===== src/design/rmps_pkg.sv =====
// Package for the remap selector block: register map, field layouts, reset values.
// Assumes a 16-bit register port with one-cycle read latency.
`default_nettype none
package rmps_pkg;

  localparam int          REG_W          = 16;
  localparam int          ADDR_W         = 4;
  localparam int          SEL_W          = 5;
  localparam int          NUM_PINS       = 26;

  localparam logic [3:0]  OFF_SS_ROUTE   = 4'h0;
  localparam logic [3:0]  OFF_OUT_SEL    = 4'h1;

  localparam int          SS_SEL_LSB     = 0;
  localparam int          PIN0_SEL_LSB   = 0;
  localparam int          PIN1_SEL_LSB   = 8;

  localparam logic [4:0]  SS_SEL_RST     = 5'h1f;
  localparam logic [4:0]  OUT_SEL_RST    = 5'h00;
  localparam logic [4:0]  SS_SEL_MAX_PIN = 5'h19;
  localparam logic [4:0]  OUT_FUNC_NONE  = 5'h00;

  typedef struct packed {
    logic [ADDR_W-1:0] addr;
    logic [REG_W-1:0]  wdata;
    logic              wr;
    logic              rd;
  } rmps_req_s;

endpackage : rmps_pkg
`default_nettype wire


===== src/design/rmps_out_mux.sv =====
// Output function selector for one remappable pin.
// Assumes the peripheral output signals are synchronous to clock_i.
`timescale 1ns/1ps
`default_nettype none
module rmps_out_mux #(
  parameter int NUM_FUNC = 32
) (
  input  wire logic                clock_i,
  input  wire logic                srst_i,
  input  wire logic [4:0]          sel_i,
  input  wire logic [NUM_FUNC-1:0] func_out_i,
  input  wire logic [NUM_FUNC-1:0] func_oe_i,
  output logic                     pin_out_o,
  output logic                     pin_oe_o
);
  import rmps_pkg::*;

  // Code zero releases the pin; the function table is the parameterised input vector.
  always_ff @(posedge clock_i) begin
    if (srst_i || sel_i == OUT_FUNC_NONE || int'(sel_i) >= NUM_FUNC) begin
      pin_out_o <= 1'b0;
      pin_oe_o  <= 1'b0;
    end else begin
      pin_out_o <= func_out_i[sel_i];
      pin_oe_o  <= func_oe_i[sel_i];
    end
  end

  a_free_pin_idle: assert property (@(posedge clock_i) disable iff (srst_i)
    ($past(sel_i) == OUT_FUNC_NONE) |-> !pin_oe_o)
    else $error("pin driven while function code is zero");

endmodule : rmps_out_mux
`default_nettype wire


===== src/design/rmps_top.sv =====
// Remap selector: slave-select input routing and pin 0/1 output function selection.
// Assumes a one-cycle register port and pins synchronous to clock_i.
//
// Behaviour
// Select field routes pin n to slave-select.
// Slave-select field bits 4:0, resets all ones.
// Pin 1 function field bits 12:8, resets zero.
// Pin 0 function field bits 4:0, resets zero.
// Unimplemented bits read zero, writes ignored.
// Function table parameterised; code zero frees pin.
`timescale 1ns/1ps
`default_nettype none
module rmps_top #(
  parameter int NUM_FUNC = 32
) (
  input  wire logic                        clock_i,
  input  wire logic                        srst_i,
  input  wire rmps_pkg::rmps_req_s         req_i,
  output logic [rmps_pkg::REG_W-1:0]       rdata_o,
  input  wire logic [rmps_pkg::NUM_PINS-1:0] pin_in_i,
  output logic                             spi_slave_select_in_o,
  input  wire logic [NUM_FUNC-1:0]         func_out_i,
  input  wire logic [NUM_FUNC-1:0]         func_oe_i,
  output logic [1:0]                       pin_out_o,
  output logic [1:0]                       pin_oe_o,
  output logic [4:0]                       ss_sel_o
);
  import rmps_pkg::*;

  logic [4:0] ss_sel_q;
  logic [4:0] pin0_sel_q;
  logic [4:0] pin1_sel_q;
  logic [4:0] out_sel [2];

  assign out_sel[0] = pin0_sel_q;
  assign out_sel[1] = pin1_sel_q;
  assign ss_sel_o   = ss_sel_q;

  always_ff @(posedge clock_i) begin
    if (srst_i) begin
      ss_sel_q <= SS_SEL_RST;
    end else if (req_i.wr && req_i.addr == OFF_SS_ROUTE) begin
      ss_sel_q <= req_i.wdata[SS_SEL_LSB +: SEL_W];
    end
  end

  always_ff @(posedge clock_i) begin
    if (srst_i) begin
      pin0_sel_q <= OUT_SEL_RST;
      pin1_sel_q <= OUT_SEL_RST;
    end else if (req_i.wr && req_i.addr == OFF_OUT_SEL) begin
      pin0_sel_q <= req_i.wdata[PIN0_SEL_LSB +: SEL_W];
      pin1_sel_q <= req_i.wdata[PIN1_SEL_LSB +: SEL_W];
    end
  end

  // Unmapped addresses and idle cycles read back zero.
  always_ff @(posedge clock_i) begin
    if (srst_i || !req_i.rd) begin
      rdata_o <= '0;
    end else begin
      case (req_i.addr)
        OFF_SS_ROUTE: rdata_o <= {11'h000, ss_sel_q};
        OFF_OUT_SEL:  rdata_o <= {3'h0, pin1_sel_q, 3'h0, pin0_sel_q};
        default:      rdata_o <= '0;
      endcase
    end
  end

  // Reserved codes and the reset code select no pin, so the input rests low.
  always_ff @(posedge clock_i) begin
    if (srst_i || ss_sel_q > SS_SEL_MAX_PIN) begin
      spi_slave_select_in_o <= 1'b0;
    end else begin
      spi_slave_select_in_o <= pin_in_i[ss_sel_q];
    end
  end

  // Both pins share one function table; a table per pin would cost a wide mux
  // per pin for no gain, since every pin chooses from the same peripheral set.
  for (genvar p = 0; p < 2; p++) begin : g_out
    rmps_out_mux #(
      .NUM_FUNC (NUM_FUNC)
    ) rmps_out_mux_inst (
      .clock_i    (clock_i),
      .srst_i     (srst_i),
      .sel_i      (out_sel[p]),
      .func_out_i (func_out_i),
      .func_oe_i  (func_oe_i),
      .pin_out_o  (pin_out_o[p]),
      .pin_oe_o   (pin_oe_o[p])
    );
  end

  a_ss_route_follow: assert property (@(posedge clock_i) disable iff (srst_i)
    ($past(ss_sel_q) <= SS_SEL_MAX_PIN && !$past(srst_i))
      |-> spi_slave_select_in_o == $past(pin_in_i[ss_sel_q]))
    else $error("slave-select input does not follow chosen pin");

  a_ss_reset_ones: assert property (@(posedge clock_i)
    $past(srst_i) |-> ss_sel_q == SS_SEL_RST)
    else $error("slave-select field not all ones after reset");

  a_pin1_write_lands: assert property (@(posedge clock_i) disable iff (srst_i)
    (req_i.wr && req_i.addr == OFF_OUT_SEL) |=> pin1_sel_q == $past(req_i.wdata[12:8]))
    else $error("pin 1 field did not take written value");

  a_pin0_write_lands: assert property (@(posedge clock_i) disable iff (srst_i)
    (req_i.wr && req_i.addr == OFF_OUT_SEL) |=> pin0_sel_q == $past(req_i.wdata[4:0]))
    else $error("pin 0 field did not take written value");

  a_unimpl_read_zero: assert property (@(posedge clock_i) disable iff (srst_i)
    (req_i.rd && req_i.addr == OFF_OUT_SEL) |=> (rdata_o[15:13] == 3'h0 && rdata_o[7:5] == 3'h0))
    else $error("unimplemented output select bits read nonzero");

  a_ss_upper_zero: assert property (@(posedge clock_i) disable iff (srst_i)
    (req_i.rd && req_i.addr == OFF_SS_ROUTE) |=> rdata_o == {11'h000, $past(ss_sel_q)})
    else $error("input routing readback wrong");

  a_pins_reset_free: assert property (@(posedge clock_i)
    $past(srst_i, 2) && $past(srst_i) |-> pin_oe_o == 2'b00)
    else $error("pins driven after reset");

  a_reg_hold: assert property (@(posedge clock_i) disable iff (srst_i)
    !(req_i.wr && req_i.addr == OFF_SS_ROUTE) |=> $stable(ss_sel_q))
    else $error("slave-select field changed without write");

  // Decoded strobes used only by the checks below; the register processes keep their
  // own decode so that the checks do not share a fault with the logic they watch.
  logic wr_ss_route;
  logic wr_out_sel;
  logic wr_unmapped;
  logic rd_out_sel;
  logic rd_unmapped;

  assign wr_ss_route = req_i.wr && (req_i.addr == OFF_SS_ROUTE);
  assign wr_out_sel  = req_i.wr && (req_i.addr == OFF_OUT_SEL);
  assign wr_unmapped = req_i.wr && (req_i.addr != OFF_SS_ROUTE) && (req_i.addr != OFF_OUT_SEL);
  assign rd_out_sel  = req_i.rd && (req_i.addr == OFF_OUT_SEL);
  assign rd_unmapped = req_i.rd && (req_i.addr != OFF_SS_ROUTE) && (req_i.addr != OFF_OUT_SEL);

  // Each check looks one edge after its cause, because every watched output is registered.
  a_ss_write_lands: assert property (@(posedge clock_i) disable iff (srst_i)
    wr_ss_route
      |=> ss_sel_q == $past(req_i.wdata[SS_SEL_LSB +: SEL_W]))
    else $error("slave-select field did not take written value");

  a_ss_reserved_low: assert property (@(posedge clock_i) disable iff (srst_i)
    ($past(ss_sel_q) > SS_SEL_MAX_PIN)
      |-> !spi_slave_select_in_o)
    else $error("reserved slave-select code let a pin through");

  // Reset values, checked on the first edge after any cycle of reset.
  a_ss_reset_low: assert property (@(posedge clock_i)
    $past(srst_i)
      |-> !spi_slave_select_in_o)
    else $error("slave-select input not low after reset");

  a_pin1_reset_zero: assert property (@(posedge clock_i)
    $past(srst_i)
      |-> pin1_sel_q == OUT_SEL_RST)
    else $error("pin 1 field not zero after reset");

  a_pin0_reset_zero: assert property (@(posedge clock_i)
    $past(srst_i)
      |-> pin0_sel_q == OUT_SEL_RST)
    else $error("pin 0 field not zero after reset");

  a_pin1_field_hold: assert property (@(posedge clock_i) disable iff (srst_i)
    !wr_out_sel
      |=> $stable(pin1_sel_q))
    else $error("pin 1 field changed without write");

  a_pin0_field_hold: assert property (@(posedge clock_i) disable iff (srst_i)
    !wr_out_sel
      |=> $stable(pin0_sel_q))
    else $error("pin 0 field changed without write");

  a_pin1_readback: assert property (@(posedge clock_i) disable iff (srst_i)
    rd_out_sel
      |=> rdata_o[PIN1_SEL_LSB +: SEL_W] == $past(pin1_sel_q))
    else $error("pin 1 field readback wrong");

  a_pin0_readback: assert property (@(posedge clock_i) disable iff (srst_i)
    rd_out_sel
      |=> rdata_o[PIN0_SEL_LSB +: SEL_W] == $past(pin0_sel_q))
    else $error("pin 0 field readback wrong");

  a_unmapped_read_zero: assert property (@(posedge clock_i) disable iff (srst_i)
    rd_unmapped
      |=> rdata_o == '0)
    else $error("unmapped address read nonzero");

  a_unmapped_write_void: assert property (@(posedge clock_i) disable iff (srst_i)
    wr_unmapped
      |=> ($stable(ss_sel_q) && $stable(pin0_sel_q) && $stable(pin1_sel_q)))
    else $error("unmapped address write changed a field");

  // A code at or above NUM_FUNC releases the pin, so the function checks skip it.
  a_pin1_func_follow: assert property (@(posedge clock_i) disable iff (srst_i)
    (!$past(srst_i) && $past(pin1_sel_q) != OUT_FUNC_NONE
      && int'($past(pin1_sel_q)) < NUM_FUNC)
      |-> {pin_oe_o[1], pin_out_o[1]}
        == $past({func_oe_i[pin1_sel_q], func_out_i[pin1_sel_q]}))
    else $error("pin 1 does not carry its selected function");

  a_pin0_func_follow: assert property (@(posedge clock_i) disable iff (srst_i)
    (!$past(srst_i) && $past(pin0_sel_q) != OUT_FUNC_NONE
      && int'($past(pin0_sel_q)) < NUM_FUNC)
      |-> {pin_oe_o[0], pin_out_o[0]}
        == $past({func_oe_i[pin0_sel_q], func_out_i[pin0_sel_q]}))
    else $error("pin 0 does not carry its selected function");

  a_pin1_free_low: assert property (@(posedge clock_i) disable iff (srst_i)
    ($past(pin1_sel_q) == OUT_FUNC_NONE)
      |-> !pin_out_o[1])
    else $error("pin 1 output level set while function code is zero");

  a_pin0_free_low: assert property (@(posedge clock_i) disable iff (srst_i)
    ($past(pin0_sel_q) == OUT_FUNC_NONE)
      |-> !pin_out_o[0])
    else $error("pin 0 output level set while function code is zero");

endmodule : rmps_top
`default_nettype wire


===== config.mk =====
export PLATFORM = sky130hd
export DESIGN_NAME = rmps_top
export DESIGN_NICKNAME = d
export VERILOG_FILES = /design/src/design/rmps_pkg.sv /design/src/design/rmps_out_mux.sv /design/src/design/rmps_top.sv
export SDC_FILE = /design/constraint.sdc
export NUM_CORES = 1
export LEC_CHECK = 0
export BUFFER_PORTS_ARGS = -buffer_cell sky130_fd_sc_hd__buf_2
export CORE_MARGIN = 5
export CORE_UTILIZATION = 40
export DETAILED_ROUTE_END_ITERATION = 10
export GPL_TIMING_DRIVEN = 0
export PLACE_DENSITY = 0.8
export RECOVER_POWER = 25
export SETUP_SLACK_MARGIN = 0.1
export SYNTH_ARGS = -nofsm -noshare
export SYNTH_HDL_FRONTEND = slang
export SYNTH_SLANG_ARGS = --single-unit

===== constraint.sdc =====
create_clock -name clock_i -period 1.8 [get_ports clock_i]
set_input_delay 0.36 -clock clock_i [delete_from_list [all_inputs] [get_ports clock_i]]
set_output_delay 0.36 -clock clock_i [all_outputs]
set_load 0.05 [all_outputs]

==> flow_summary.yaml <==
status:
  status: "complete, no violations"
grt:
  initial_antenna_violation_count: 0
  overflow: 0
  first_global_vias: 2536
  globalRouteTotalUtil_pct: 20.06
  grt_first_pass_wirelength_mm: 11.93
  pin_count_of_the_biggest_net_entering_global_routing: 11
worst_setup_path:
  crit_chain: "buf_8, mux4_2, mux4_2, a21o_1"
  cpPeakStageDelay_ps: 500
  worst-r2r-setup-slack_ps: 30
  r2r_cells: 4
  critical_path_cell_count: 4
  r2r_end: "g_out[1].rmps_out_mux_inst.pin_oe_o$_SDFF_PP0_"
  cp_num_buf_inv: 1
  crit_slowest_cell: "mux4_2"
  arrival_ps: 1940
  timing.setup.critical_path_class: "flop to flop"
  crit_path_frequent_cell: "mux4_2"
  critical_path_required_ps: 1970
  timing.critical_path.to_type: "flop"
  worstSetupStartpointType: "flop"
  cp_max_fo: 5
  crit-reg2reg-launch: "pin1_sel_q[0]$_SDFFE_PP0P_"
  critPathTopFamily: "multiplexers"
cts:
  clk_path_buf_depth: 2
  clk_latency_ps: 280
  cts_tree: "yes"
  clock-root-buffer: "clkbuf_8"
  numCtsBuffers: 5
  clk_pin_slew_worst_paths_ps: 70
  cts_sinks: 30
  h-tree-depth: 2
routing:
  wire_per_inst_um: 17.74
  route.detailed.vias_per_inst: 5.628
  dr.pass1.iters: 4
  route.final.wire_length_mm: 7.736
  routed-via-count: 2454
  detail-route-antenna-nets: 0
  total_drc_errors_in_the_routed_layout: 0
  detailedRoute.firstIterationViolations: 202
synth:
  async_sr_flop_fraction_pct: 0
  ys_warn_count: 0
  syn-instance-count: 220
  post_synth_num_cell_types: 39
  synth.avg_cell_area_um2: 10.77
  post_synth_instance_area_mm2: 0.002369
  synth-edff-count: 0
  total_of_flip_flops_plus_latches_after_synthesis: 30
  ys_seq_area_share_pct: 25.36
  synth_top_flop_cell: "dfxtp_1"
sta:
  final.min_clock_period_ps: 1774
  slew_headroom_pct: 59.74
  timing.final.max_slew_violations: 0
  fin_hold_viols: 0
  maximum_clock_rate_mhz: 563.8
  period_share_pct: 98.54
  clock_skew_ps: 13.29
  final.hold.worst_slack_ps: 323.2
  worstMarginPinSlew_ps: 606.4
  rsz0062_at_grt: "yes"
  setup_violations: 0
die:
  initial_utilization_pct: 40.48
  coreArea_mm2: 0.005851
  design.die.area_mm2: 0.007560
  die_height_um: 86.95
  row_count: 28
  fp.dieW_um: 86.95
  boundaryPins: 140
placement:
  dp.cells: 426
  post-dp-hpwl_mm: 6.228
  portBuffers: 126
  gp_congestion: 0.8587
cells_and_area:
  final_layout_size_suffix_gt1_share_pct: 54.85
  final_cell_count_no_fill: 436
  flow.area_growth_from_synthesis_pct: 39.88
  design.final.nets: 474
  insertedDiodeCount: 0
  final_core_utilization_pct: 56.63
worst_hold_path:
  min_path_type: "input port to flop"
  hold-path-endpoint: "ss_sel_o[4]$_SDFFE_PP1P_"
  hold_path.startpoint: "req_i[6]"
  number_of_cells_on_the_worst_hold_path: 3
power_and_ir_drop:
  vdd.ir_drop.worst_v: 0.0003079
  power_report.internal_total_mw: 1.187
  p_leak_nw: 1.386
  combinational_share_of_power_pct: 24.1
  netSwitchingPower_mw: 0.4595
  share_clk_of_total_power_pct: 34.6
  swShare_pct: 27.91
  seqPwrFrac_pct: 41.2
  powerDensity_mw_per_mm2: 496.9
job:
  maxCapViolCount: 0
area by class of cell:
| cell class | instances | area, um^2 |
|---|---|---|
| Fill cell | 547 | 2537 |
| Inverter | 2 | 7.507 |
| Clock buffer | 6 | 82.58 |
| Buffer | 28 | 222.7 |
| Multi-Input combinational cell | 164 | 1647 |
| Clock inverter | 2 | 12.51 |
| Timing Repair Buffer | 129 | 638.1 |
| Tap cell | 75 | 93.84 |
| Sequential cell | 30 | 609.3 |
flip-flops by register name (all words and copies together), names as in the netlist:
| name | count |
|---|---|
| ss_sel_o | 5 |
| g_out.rmps_out_mux_inst.pin_oe_o | 2 |
| spi_slave_select_in_o | 1 |
| rdata_o | 10 |
| pin0_sel_q | 5 |
| pin1_sel_q | 5 |
| g_out.rmps_out_mux_inst.pin_out_o | 2 |
routing by layer:
| metal | GRT usage, % | vias to the layer above | wire length (um) |
|---|---|---|---|
| li1 | - | 1137 | - |
| met1 | 24.27 | 1195 | 2903 |
| met2 | 36.65 | 112 | 4134 |
| met3 | 4.636 | 10 | 653 |
| met4 | 3.258 | 0 | 44 |
| met5 | 0 | - | 0 |
through the flow:
stage | setup WS (ps) | total power, mW | TNS [ps] | instance area [um^2]
global route | -20.13 | 1.712 | -25.68 | 3313
global placement | -202.2 | 1.062 | -1282 | 3112
CTS | 33.87 | 1.635 | 0 | 3254
floorplan | 89.56 | 0.9066 | 0 | 2387
detailed placement | -215.7 | 1.074 | -1623 | 3112
finish | 26.20 | 1.646 | 0 | 3313
power by group through the flow:
stage                     Combinational [mW]  Sequential, mW  Clock (mW)
final                                  0.397           0.678       0.570
after global routing                   0.428           0.679       0.605
after CTS                              0.384           0.678       0.572
after detailed placement               0.380           0.693           0
after global placement                 0.369           0.693           0
after floorplan                        0.200           0.707           0
tightest hold or removal path, delay by kind of cell:
kind,cells,cell delay (ps)
buffers and inverters,1,90
AND/OR/NAND/NOR,2,130
what timing repair did:
action | CTS | global route
setup buffers | 0 | 2
resized for setup | 19 | 15
cloned | 1 | 0
pin swaps | 1 | 0
hold buffers | 0 | 0
endpoints found under the setup margin | 4 | 14
layout by cell type, fill, tap and decap left out, types with 2 or more instances in the layout:
| master | instances |
|---|---|
| nand3b_1 | 2 |
| o22ai_1 | 2 |
| nand2_1 | 22 |
| dfxtp_2 | 4 |
| buf_8 | 2 |
| nand3_1 | 22 |
| mux4_2 | 33 |
| mux2i_1 | 11 |
| dfxtp_1 | 25 |
| and2_1 | 6 |
| nor4_1 | 2 |
| a22oi_1 | 6 |
| conb_1 | 6 |
| a221oi_2 | 3 |
| clkbuf_1 | 18 |
| mux2_2 | 3 |
| mux4_1 | 3 |
| nor2b_1 | 3 |
| nor2_1 | 8 |
| clkbuf_8 | 6 |
| buf_4 | 16 |
| a21oi_1 | 12 |
| clkbuf_4 | 3 |
| buf_2 | 115 |
| buf_12 | 2 |
worst max-delay path by stage:
stage                                from  slack [ps]                                              end
2_1_floorplan    ss_sel_o[2]$_SDFFE_PP1P_          90                 spi_slave_select_in_o$_SDFF_PP0_
3_3_place_gp   pin1_sel_q[1]$_SDFFE_PP0P_        -200   g_out[1].rmps_out_mux_inst.pin_oe_o$_SDFF_PP0_
3_5_place_dp   pin1_sel_q[2]$_SDFFE_PP0P_        -220  g_out[1].rmps_out_mux_inst.pin_out_o$_SDFF_PP0_
4_1_cts        pin1_sel_q[0]$_SDFFE_PP0P_          30   g_out[1].rmps_out_mux_inst.pin_oe_o$_SDFF_PP0_
5_1_grt        pin1_sel_q[0]$_SDFFE_PP0P_         -20   g_out[1].rmps_out_mux_inst.pin_oe_o$_SDFF_PP0_
6_report       pin1_sel_q[0]$_SDFFE_PP0P_          30   g_out[1].rmps_out_mux_inst.pin_oe_o$_SDFF_PP0_
logic make-up after synthesis:
family / synth area share (%)
and+or+nand+nor: 14.95
muxes: 41.68
AOI/OAI and AO/OA: 10.46
buffers and inverters: 7.395
DFF: 25.36
other: 0.1583
cell usage after synthesis (2+ instances only):
cell / count / share of area (%)
mux4_1: 6 / 6.7
nand3_1: 22 / 4.6
nand2_1: 22 / 3.5
and2_1: 6 / 1.6
nor2_1: 8 / 1.3
clkbuf_1: 9 / 1.4
o22ai_1: 2 / 0.53
o221ai_1: 2 / 0.74
nor2b_1: 3 / 0.79
mux4_2: 30 / 29
buf_4: 12 / 3.8
nand3b_1: 2 / 0.63
dfxtp_1: 30 / 25
a21oi_1: 13 / 2.7
buf_2: 5 / 1.1
a221oi_1: 4 / 1.5
mux2i_1: 12 / 5.1
nor4_1: 2 / 0.53
a22oi_1: 7 / 2.2
buf_1: 2 / 0.32
mux2_2: 3 / 1.4
No activity file was read; power rests on OpenSTA's default activity.
